===== src/bsc_consts.vh =====
// Constants for the brushless speed and commutation core.
// Assumes a single 125 MHz reference clock and a 32-bit classic Wishbone bus.
`ifndef BSC_CONSTS_VH
`define BSC_CONSTS_VH

// ----------------------------------------------------------------
// Register map (byte addresses)
// ----------------------------------------------------------------
`define BSC_ADDR_W          8
`define BSC_REG_CTRL        8'h00
`define BSC_REG_STATUS      8'h04
`define BSC_REG_PERIOD      8'h08
`define BSC_REG_DUTY        8'h0C
`define BSC_REG_PHASE       8'h10

// ----------------------------------------------------------------
// Control register fields and reset value
// ----------------------------------------------------------------
`define BSC_CTRL_W          9
`define BSC_CTRL_RST        9'h0FF
`define BSC_CTRL_MAX_MSB    7
`define BSC_CTRL_MAX_LSB    0
`define BSC_CTRL_HALT_BIT   8

// ----------------------------------------------------------------
// Speed reference and discriminator
// ----------------------------------------------------------------
`define BSC_REF_DIV         8192
`define BSC_REF_W           13
`define BSC_PER_W           16
`define BSC_PER_MAX         16'hFFFF
`define BSC_PER_TARGET      16'h4000
`define BSC_LOCK_BAND       16'h0400
`define BSC_SPD_SHIFT       6
`define BSC_PH_SHIFT        9
`define BSC_ERR_W           18

// ----------------------------------------------------------------
// Drive
// ----------------------------------------------------------------
`define BSC_DUTY_W          8
`define BSC_DUTY_START      8'hFF
`define BSC_DUTY_ZERO       8'h00

`endif


===== src/bsc_pwm.v =====
// Lower-side chopper: free-running carrier compared against the on-duty.
// Assumes the duty input is stable over a carrier period or changes glitch-free.
`timescale 1ns/100ps
`include "bsc_consts.vh"

module bsc_pwm (
    // Clock and reset
    input  wire                    i_clk,
    input  wire                    i_rst,
    // Duty and stop
    input  wire [`BSC_DUTY_W-1:0]  i_duty,
    input  wire                    i_halt,
    // Chop enable
    output reg                     o_chop
);

// ----------------------------------------------------------------
// Carrier
// ----------------------------------------------------------------
reg [`BSC_DUTY_W-1:0] cnt_q;

always @(posedge i_clk or posedge i_rst) begin
    if (i_rst) begin
        cnt_q  <= `BSC_DUTY_ZERO;
        o_chop <= 1'b0;
    end else begin
        cnt_q  <= cnt_q + 8'h01;
        // Full duty never reaches 100 %: one carrier slot stays off
        o_chop <= ~i_halt && (cnt_q < i_duty);
    end
end

endmodule // bsc_pwm


===== src/bsc_ctrl.v =====
// Digital core of a three-phase brushless driver: Hall decode, six-step
// commutation, speed discriminator plus phase comparator, lower-side PWM.
// Assumes all pin inputs are synchronous to i_clk, which is the reference
// oscillator itself, and a classic Wishbone master on the register port.
//
// Notes on behaviour
// - A low run input means run and a high one halt; an open pin reads high.
// - A low direction input selects forward and a high one reverse; open reads high.
// - Each Hall channel is high when its positive input exceeds its negative one.
// - Speed and phase errors are summed into one drive correction.
// - The speed deviation is refreshed once every two tach cycles.
// - The phase deviation is refreshed on every tach cycle.
// - The target tach frequency is the clock divided by 8192.
// - Drive power is set only by the PWM on-duty from the correction.
// - Only the lower switch chops; the upper switch holds the whole step.
// - Lock output is low within 6.25 percent; outside, duty moves with the error.
// - A tach-input power-on reset clears Hall, divider and discriminator state but keeps the period and control registers.
// - Halt puts the core in a low-power state with drive off and the reference and period counters cleared; the PWM carrier keeps running.
`timescale 1ns/100ps
`include "bsc_consts.vh"

module bsc_ctrl (
    // Clock and reset
    input  wire                    i_clk,
    input  wire                    i_rst,
    input  wire                    i_tach_por,
    // Wishbone slave
    input  wire                    i_wb_cyc,
    input  wire                    i_wb_stb,
    input  wire                    i_wb_we,
    input  wire [`BSC_ADDR_W-1:0]  i_wb_adr,
    input  wire [3:0]              i_wb_sel,
    input  wire [31:0]             i_wb_dat,
    output reg                     o_wb_ack,
    output reg  [31:0]             o_wb_dat,
    // Control pins
    input  wire                    i_run_halt_n,
    input  wire                    i_dir_rev,
    // Hall comparator inputs
    input  wire [7:0]              i_hall_a_pos,
    input  wire [7:0]              i_hall_a_neg,
    input  wire [7:0]              i_hall_b_pos,
    input  wire [7:0]              i_hall_b_neg,
    input  wire [7:0]              i_hall_c_pos,
    input  wire [7:0]              i_hall_c_neg,
    // Tachometer
    input  wire                    i_tach_pulse,
    // Drive outputs, bit 0 phase A
    output reg  [2:0]              o_hi_on,
    output reg  [2:0]              o_lo_on,
    // Status pins
    output reg                     o_speed_lock_indicator_n,
    output reg                     o_low_power
);

// ----------------------------------------------------------------
// Functions
// ----------------------------------------------------------------
// Six-step table: returns {upper[2:0], lower[2:0]}, reversed by swapping sides
function [5:0] commutate;
    input [2:0] hall;
    input       rev;
    reg   [5:0] fwd;
    begin
        case (hall)
            3'h5:    fwd = {3'h1, 3'h2};
            3'h4:    fwd = {3'h1, 3'h4};
            3'h6:    fwd = {3'h2, 3'h4};
            3'h2:    fwd = {3'h2, 3'h1};
            3'h3:    fwd = {3'h4, 3'h1};
            3'h1:    fwd = {3'h4, 3'h2};
            default: fwd = 6'h00;
        endcase
        commutate = rev ? {fwd[2:0], fwd[5:3]} : fwd;
    end
endfunction

// Comparator with hold on equality, standing in for hysteresis
function hall_level;
    input [7:0] pos;
    input [7:0] neg;
    input       prev;
    begin
        if (pos > neg)
            hall_level = 1'b1;
        else if (pos < neg)
            hall_level = 1'b0;
        else
            hall_level = prev;
    end
endfunction

// Adds a signed correction to the duty and clamps it to 0..limit
function [`BSC_DUTY_W-1:0] duty_add;
    input [`BSC_DUTY_W-1:0]        duty;
    input signed [`BSC_ERR_W-1:0]  corr;
    input [`BSC_DUTY_W-1:0]        limit;
    reg   signed [`BSC_ERR_W-1:0]  sum;
    begin
        sum = $signed({10'h000, duty}) + corr;
        if (sum < 0)
            duty_add = `BSC_DUTY_ZERO;
        else if (sum > $signed({10'h000, limit}))
            duty_add = limit;
        else
            duty_add = sum[`BSC_DUTY_W-1:0];
    end
endfunction

// ----------------------------------------------------------------
// Local reset and run state
// ----------------------------------------------------------------
// Tach-input reset is synchronous so the async reset only ever loads constants
wire                   clr = i_tach_por;
reg [`BSC_CTRL_W-1:0]  ctrl_q;
wire                   soft_halt = ctrl_q[`BSC_CTRL_HALT_BIT];
wire [`BSC_DUTY_W-1:0] duty_max  = ctrl_q[`BSC_CTRL_MAX_MSB:`BSC_CTRL_MAX_LSB];
// An open pin floats high through the pad pull-up, so halt is the default
wire                   halt = i_run_halt_n | soft_halt | clr;

// ----------------------------------------------------------------
// Hall decode
// ----------------------------------------------------------------
reg [2:0] hall_q;

always @(posedge i_clk or posedge i_rst) begin
    if (i_rst) begin
        hall_q <= 3'h0;
    end else if (clr) begin
        hall_q <= 3'h0;
    end else begin
        hall_q[0] <= hall_level(i_hall_a_pos, i_hall_a_neg, hall_q[0]);
        hall_q[1] <= hall_level(i_hall_b_pos, i_hall_b_neg, hall_q[1]);
        hall_q[2] <= hall_level(i_hall_c_pos, i_hall_c_neg, hall_q[2]);
    end
end

// ----------------------------------------------------------------
// Reference divider and tach edge
// ----------------------------------------------------------------
reg [`BSC_REF_W-1:0] ref_q;
reg                  tach_q;
wire                 tach_rise = i_tach_pulse & ~tach_q;

always @(posedge i_clk or posedge i_rst) begin
    if (i_rst) begin
        ref_q  <= 13'h0000;
        tach_q <= 1'b0;
    end else begin
        tach_q <= i_tach_pulse;
        // 13-bit wrap gives exactly one reference cycle per 8192 clocks
        if (halt)
            ref_q <= 13'h0000;
        else
            ref_q <= ref_q + 13'h0001;
    end
end

// ----------------------------------------------------------------
// Speed discriminator and phase comparator
// ----------------------------------------------------------------
reg [`BSC_PER_W-1:0]          per_cnt_q;
reg [`BSC_PER_W-1:0]          period_q;
reg                           half_q;
reg signed [`BSC_ERR_W-1:0]   spd_err_q;
reg signed [`BSC_ERR_W-1:0]   ph_err_q;
reg                           locked_q;
reg [`BSC_DUTY_W-1:0]         duty_q;

// Deviation of the two-cycle period from 2 x 8192 clocks, positive when slow
wire signed [`BSC_ERR_W-1:0] spd_dev =
    $signed({2'h0, per_cnt_q}) - $signed({2'h0, `BSC_PER_TARGET});
// Reference count read as signed: positive means the tach edge lags
wire signed [`BSC_ERR_W-1:0] ph_dev =
    {{(`BSC_ERR_W-`BSC_REF_W){ref_q[`BSC_REF_W-1]}}, ref_q};
wire [`BSC_PER_W-1:0] spd_mag = spd_dev[`BSC_ERR_W-1] ?
    (~spd_dev[`BSC_PER_W-1:0] + 16'h0001) : spd_dev[`BSC_PER_W-1:0];
// Band is symmetric: a fast motor locks as readily as a slow one
wire in_band = (spd_mag <= `BSC_LOCK_BAND) &&
    (spd_dev[`BSC_ERR_W-1 -: 2] == 2'h0 || spd_dev[`BSC_ERR_W-1 -: 2] == 2'h3);

wire signed [`BSC_ERR_W-1:0] spd_step = in_band ? 18'sh00000 :
    (spd_dev >>> `BSC_SPD_SHIFT);
wire signed [`BSC_ERR_W-1:0] ph_step  = ph_dev >>> `BSC_PH_SHIFT;

always @(posedge i_clk or posedge i_rst) begin
    if (i_rst) begin
        per_cnt_q <= 16'h0000;
        period_q  <= 16'h0000;
        half_q    <= 1'b0;
        spd_err_q <= 18'sh00000;
        ph_err_q  <= 18'sh00000;
        locked_q  <= 1'b0;
        duty_q    <= `BSC_DUTY_START;
    end else if (halt) begin
        per_cnt_q <= 16'h0000;
        half_q    <= 1'b0;
        spd_err_q <= 18'sh00000;
        ph_err_q  <= 18'sh00000;
        locked_q  <= 1'b0;
        duty_q    <= duty_max;
    end else begin
        if (tach_rise && half_q) begin
            // Second edge closes a two-cycle window
            period_q  <= per_cnt_q;
            spd_err_q <= spd_dev;
            locked_q  <= in_band;
            per_cnt_q <= 16'h0001;
        end else if (per_cnt_q != `BSC_PER_MAX) begin
            per_cnt_q <= per_cnt_q + 16'h0001;
        end
        if (tach_rise) begin
            half_q   <= ~half_q;
            ph_err_q <= ph_dev;
            // Phase term every cycle, speed term every second cycle
            duty_q   <= duty_add(duty_q, (half_q ? spd_step : 18'sh00000) + ph_step,
                                 duty_max);
        end else if (duty_q > duty_max) begin
            duty_q <= duty_max;
        end
    end
end

// ----------------------------------------------------------------
// Chopper and output stage
// ----------------------------------------------------------------
wire       chop;
wire [5:0] pattern = commutate(hall_q, i_dir_rev);

bsc_pwm u_pwm (
    .i_clk  (i_clk),
    .i_rst  (i_rst),
    .i_duty (duty_q),
    .i_halt (halt),
    .o_chop (chop)
);

always @(posedge i_clk or posedge i_rst) begin
    if (i_rst) begin
        o_hi_on                  <= 3'h0;
        o_lo_on                  <= 3'h0;
        o_speed_lock_indicator_n <= 1'b1;
        o_low_power              <= 1'b1;
    end else begin
        o_low_power              <= halt;
        o_speed_lock_indicator_n <= ~(locked_q & ~halt);
        if (halt) begin
            o_hi_on <= 3'h0;
            o_lo_on <= 3'h0;
        end else begin
            // Upper switch is steady over the step; lower one is gated by the chopper
            o_hi_on <= pattern[5:3];
            o_lo_on <= pattern[2:0] & {3{chop}};
        end
    end
end

// ----------------------------------------------------------------
// Wishbone slave
// ----------------------------------------------------------------
// One wait state; ack drops the cycle after it is given
wire wb_req = i_wb_cyc & i_wb_stb & ~o_wb_ack;

always @(posedge i_clk or posedge i_rst) begin
    if (i_rst) begin
        o_wb_ack <= 1'b0;
        o_wb_dat <= 32'h00000000;
        ctrl_q   <= `BSC_CTRL_RST;
    end else begin
        o_wb_ack <= wb_req;
        if (wb_req && i_wb_we && i_wb_adr == `BSC_REG_CTRL) begin
            if (i_wb_sel[0])
                ctrl_q[`BSC_CTRL_MAX_MSB:`BSC_CTRL_MAX_LSB] <= i_wb_dat[7:0];
            if (i_wb_sel[1])
                ctrl_q[`BSC_CTRL_HALT_BIT] <= i_wb_dat[`BSC_CTRL_HALT_BIT];
        end
        if (wb_req && !i_wb_we) begin
            case (i_wb_adr)
                `BSC_REG_CTRL:   o_wb_dat <= {23'h000000, ctrl_q};
                `BSC_REG_STATUS: o_wb_dat <= {24'h000000, hall_q, i_dir_rev,
                                              half_q, ~halt, halt, locked_q};
                `BSC_REG_PERIOD: o_wb_dat <= {16'h0000, period_q};
                `BSC_REG_DUTY:   o_wb_dat <= {24'h000000, duty_q};
                `BSC_REG_PHASE:  o_wb_dat <= {{14{ph_err_q[`BSC_ERR_W-1]}}, ph_err_q};
                default:         o_wb_dat <= 32'h00000000;
            endcase
        end
    end
end

// Speed error kept for observation in simulation and future gain tuning
wire unused_spd = ^spd_err_q;

endmodule // bsc_ctrl


===== config.mk =====
export PLATFORM = sky130hd
export DESIGN_NAME = bsc_ctrl
export DESIGN_NICKNAME = d
export VERILOG_FILES = /design/src/bsc_pwm.v /design/src/bsc_ctrl.v
export VERILOG_INCLUDE_DIRS = /design/src
export SDC_FILE = /design/constraint.sdc
export NUM_CORES = 1
export LEC_CHECK = 0
export BUFFER_PORTS_ARGS = -buffer_cell sky130_fd_sc_hd__buf_2
export CAP_MARGIN = 20
export CORE_MARGIN = 4
export CORE_UTILIZATION = 61
export CTS_CLUSTER_DIAMETER = 40
export DETAILED_ROUTE_END_ITERATION = 8
export HOLD_SLACK_MARGIN = 0.05
export PLACE_DENSITY_LB_ADDON = 0.08
export SLEW_MARGIN = 0
export SYNTH_ARGS = -nofsm -noshare
export SYNTH_HDL_FRONTEND = slang
export SYNTH_SLANG_ARGS = --single-unit

===== constraint.sdc =====
create_clock -name i_clk -period 10.1 [get_ports i_clk]
set_input_delay 0.505 -clock i_clk [delete_from_list [all_inputs] [get_ports i_clk]]
set_output_delay 0.505 -clock i_clk [all_outputs]
set_load 0.02 [all_outputs]

==> metrics.yaml <==
holdBufCountCts: 0
remaining_drc_errors: 0
cp.arrival_ns: 7.01
io_buffers: 116
synthArstFlopShare_pct: 100
cp_num_buf_inv: 3
critical-path-slowest-cell: "o311ai_1"
area_growth_syn_to_layout_pct: 15.5
antenna_left: 0
cp_max_fo: 11
fp.dieArea_um2: 14200
clkLatencyLatePin_ns: 0.42
die_w_um: 119
timing.slew.headroom_pct: 31.7
clk_path_buf_depth: 2
grt_pass1_wl_um: 30600
dpl.hpwl_um: 13500
finalNonFillerCells: 1058
yosysTopAreaCell: "dfrtp_1"
holdWs_ns: 0.101
fin_tns_setup_ns: 0
tightest_slew_ns: 1.01
syn_nets: 962
period_minus_slack_ns: 6.66
clkPwrFrac_pct: 47.4
setup_viol: 0
cellInternalPower_mw: 0.873
slowest_delay_ns: 0.89
drive_above_1_share_pct: 24.6
wl_um: 18300
die_h_um: 119
syn_inst: 785
rsz0062_at_grt: "false"
drv_cap: 0
post_cts_buffers: 0
hold_path.class: "in -> async"
vias_per_cell: 5.93
diodes: 0
vias: 6271
cp_top_family: "compound AO/OA/AOI/OAI gates"
grt_pass1_vias: 6281
worstReg2RegEnd: "duty_q[3]"
pwr-share-seq_pct: 41.3
start_util_pct: 62.7
switching_power_mw: 0.322
fin_worst_skew_ns: 0.0106
synth_edf_count: 0
gp_congestion: 0.945
combPwrFrac_pct: 11.3
synth_area_leaders: "dfrtp_1 32%, ha_1 11%, dfstp_2 6.3%, a21oi_1 3.8%, nor2_1 3.2%"
core_area_um2: 12100
ctsResizeCount: 0
pin_count: 142
startpoint_type: "register"
syn_area_um2: 7570
cts-buffers-inserted: 17
grt_max_degree: 81
synth-seq-cells: 116
firstDrtPassIters: 5
clockRootBuffer: "clkbuf_16"
synth_top_area_share_pct: 32.4
cp-end-kind: "register"
nNetsFinal: 1054
synthDistinctLibCells: 68
grt_usage_pct: 26.9
crit_required_ns: 10.45
irDropWorstVdd_mv: 0.0947
cts_sinks: 116
power_density_nw_per_um2: 137
r2r_cells: 25
slew_violations: 0
ys.flop_type: "dfrtp_1"
dp_cells: 1025
hold_violations: 0
p_total_mw: 1.20
rows: 40
antenna_found_initial: 0
outcome: "finished clean"
cts_tree: "done"
htree_levels: 4
swShare_pct: 26.9
gr-total-overflow: 0
path_class: "reg -> reg"
avgSynthCellArea_um2: 9.64
seq_area_frac_synth_pct: 38.7
max_freq_mhz: 150
fin_area_um2: 8740
power_leakage_nw: 4.22
timing.rr.start: "per_cnt_q[14]"
min_period_over_period_pct: 65.9
wire_per_inst_um: 17.3
placed_cell_area_um2: 8150
drtIter0Drc: 572
clk_pin_slew_ns: 0.06
synth_warnings: 0
reg2reg_setup_slack_ns: 3.44
==> how the worst max path moves through the flow <==
stage                            to  slack (ns)     startpoint  cells past startpoint
after floorplan           duty_q[1]        4.65   per_cnt_q[3]                     23
after global placement    duty_q[3]        3.75  per_cnt_q[14]                     25
after detailed placement  duty_q[3]        3.57  per_cnt_q[14]                     25
after CTS                 duty_q[3]        3.53  per_cnt_q[14]                     25
after global routing      duty_q[2]        3.00   per_cnt_q[0]                     26
final                     duty_q[3]        3.44  per_cnt_q[14]                     25
==> synthesized netlist by cell type, drive strengths merged (3+ instances only) <==
master,count
dfrtp,98
ha,67
nor2,66
inv,60
a21oi,59
nand2,53
clkbuf,28
nand3,27
o21ai,25
xnor2,22
buf,21
mux2,21
and3,20
nor3,20
dfstp,18
nand4,18
a21o,15
a22oi,14
nor2b,13
xor2,13
nor4,12
a211oi,9
fa,9
nand2b,9
mux4,8
a221o,5
a221oi,5
and2,5
mux2i,5
or3,4
a31oi,3
and4,3
o22ai,3
or2,3
==> layout by cell type, fill, tap and decap left out, types with 3 or more instances in the layout <==
master / instances
nand3_1: 27
a211oi_1: 9
a21o_1: 15
and3_1: 20
mux2i_1: 5
clkinv_2: 4
nand2_1: 53
or3_1: 4
and4_1: 3
clkinv_4: 5
xor2_1: 13
dfrtp_1: 98
o21ai_0: 23
or2_2: 3
o22ai_1: 3
nor2_1: 64
and2_1: 5
a31oi_1: 3
nor2b_1: 13
nor4_1: 10
a221o_1: 5
xnor2_1: 22
inv_1: 58
buf_4: 5
fa_1: 9
ha_1: 67
dfstp_2: 18
mux2_2: 21
nand2b_1: 9
nand4_1: 18
a22oi_1: 14
clkinvlp_4: 3
mux4_2: 7
a21oi_1: 58
nor3_1: 18
buf_2: 116
clkbuf_16: 17
a221oi_1: 4
==> metal layers <==
metal	track usage (%)	part of all wire (%)	wire length, um
met5	0	0	0
met1	35.0	42	7660
met2	43.0	47	8620
met4	10.6	2.5	465
met3	6.98	8.6	1570
==> power groups by stage <==
| stage | sequential, mW | clock [mW] | combinational, mW |
|---|---|---|---|
| after floorplan | 0.515 | 0 | 0.0710 |
| after global placement | 0.501 | 0 | 0.129 |
| after detailed placement | 0.501 | 0 | 0.134 |
| after CTS | 0.493 | 0.570 | 0.135 |
| after global routing | 0.495 | 0.597 | 0.152 |
| final | 0.493 | 0.566 | 0.135 |
==> sequential cells by signal, indices dropped and copies added (netlist names) <==
| register | count |
|---|---|
| o_speed_lock_indicator_n | 1 |
| o_wb_ack | 1 |
| half_q | 1 |
| period_q | 16 |
| locked_q | 1 |
| duty_q | 8 |
| ph_err_q | 13 |
| o_low_power | 1 |
| o_hi_on | 3 |
| ctrl_q | 9 |
| ref_q | 13 |
| o_wb_dat | 17 |
| o_lo_on | 3 |
| tach_q | 1 |
| u_pwm.o_chop | 1 |
| u_pwm.cnt_q | 8 |
| per_cnt_q | 16 |
| hall_q | 3 |
==> layout make-up <==
class | instances | area (um2)
Inverter | 60 | 230
Clock inverter | 15 | 134
Sequential cell | 116 | 2930
Tap cell | 168 | 210
Clock buffer | 17 | 425
Fill cell | 905 | 3320
Multi-Input combinational cell | 560 | 4170
Timing Repair Buffer | 122 | 646
==> per-stage QoR <==
stage	util (%)	setup slack, ns
CTS	72.2	3.53
global route	72.4	3.00
global placement	67.6	3.75
finish	72.4	3.44
detailed placement	67.6	3.57
floorplan	-	4.65
==> kinds of logic after synthesis <==
group	Yosys count	share of synthesized area, %
AND/OR/NAND/NOR	263	18.0
AO/OA/AOI/OAI	152	13.3
flip-flops	116	38.7
buffers and inverters	109	6.32
adder cells (fa/ha/maj)	76	13.5
XOR/XNOR	35	4.05
multiplexers	34	6.22
(Power assumes the default switching activity.)
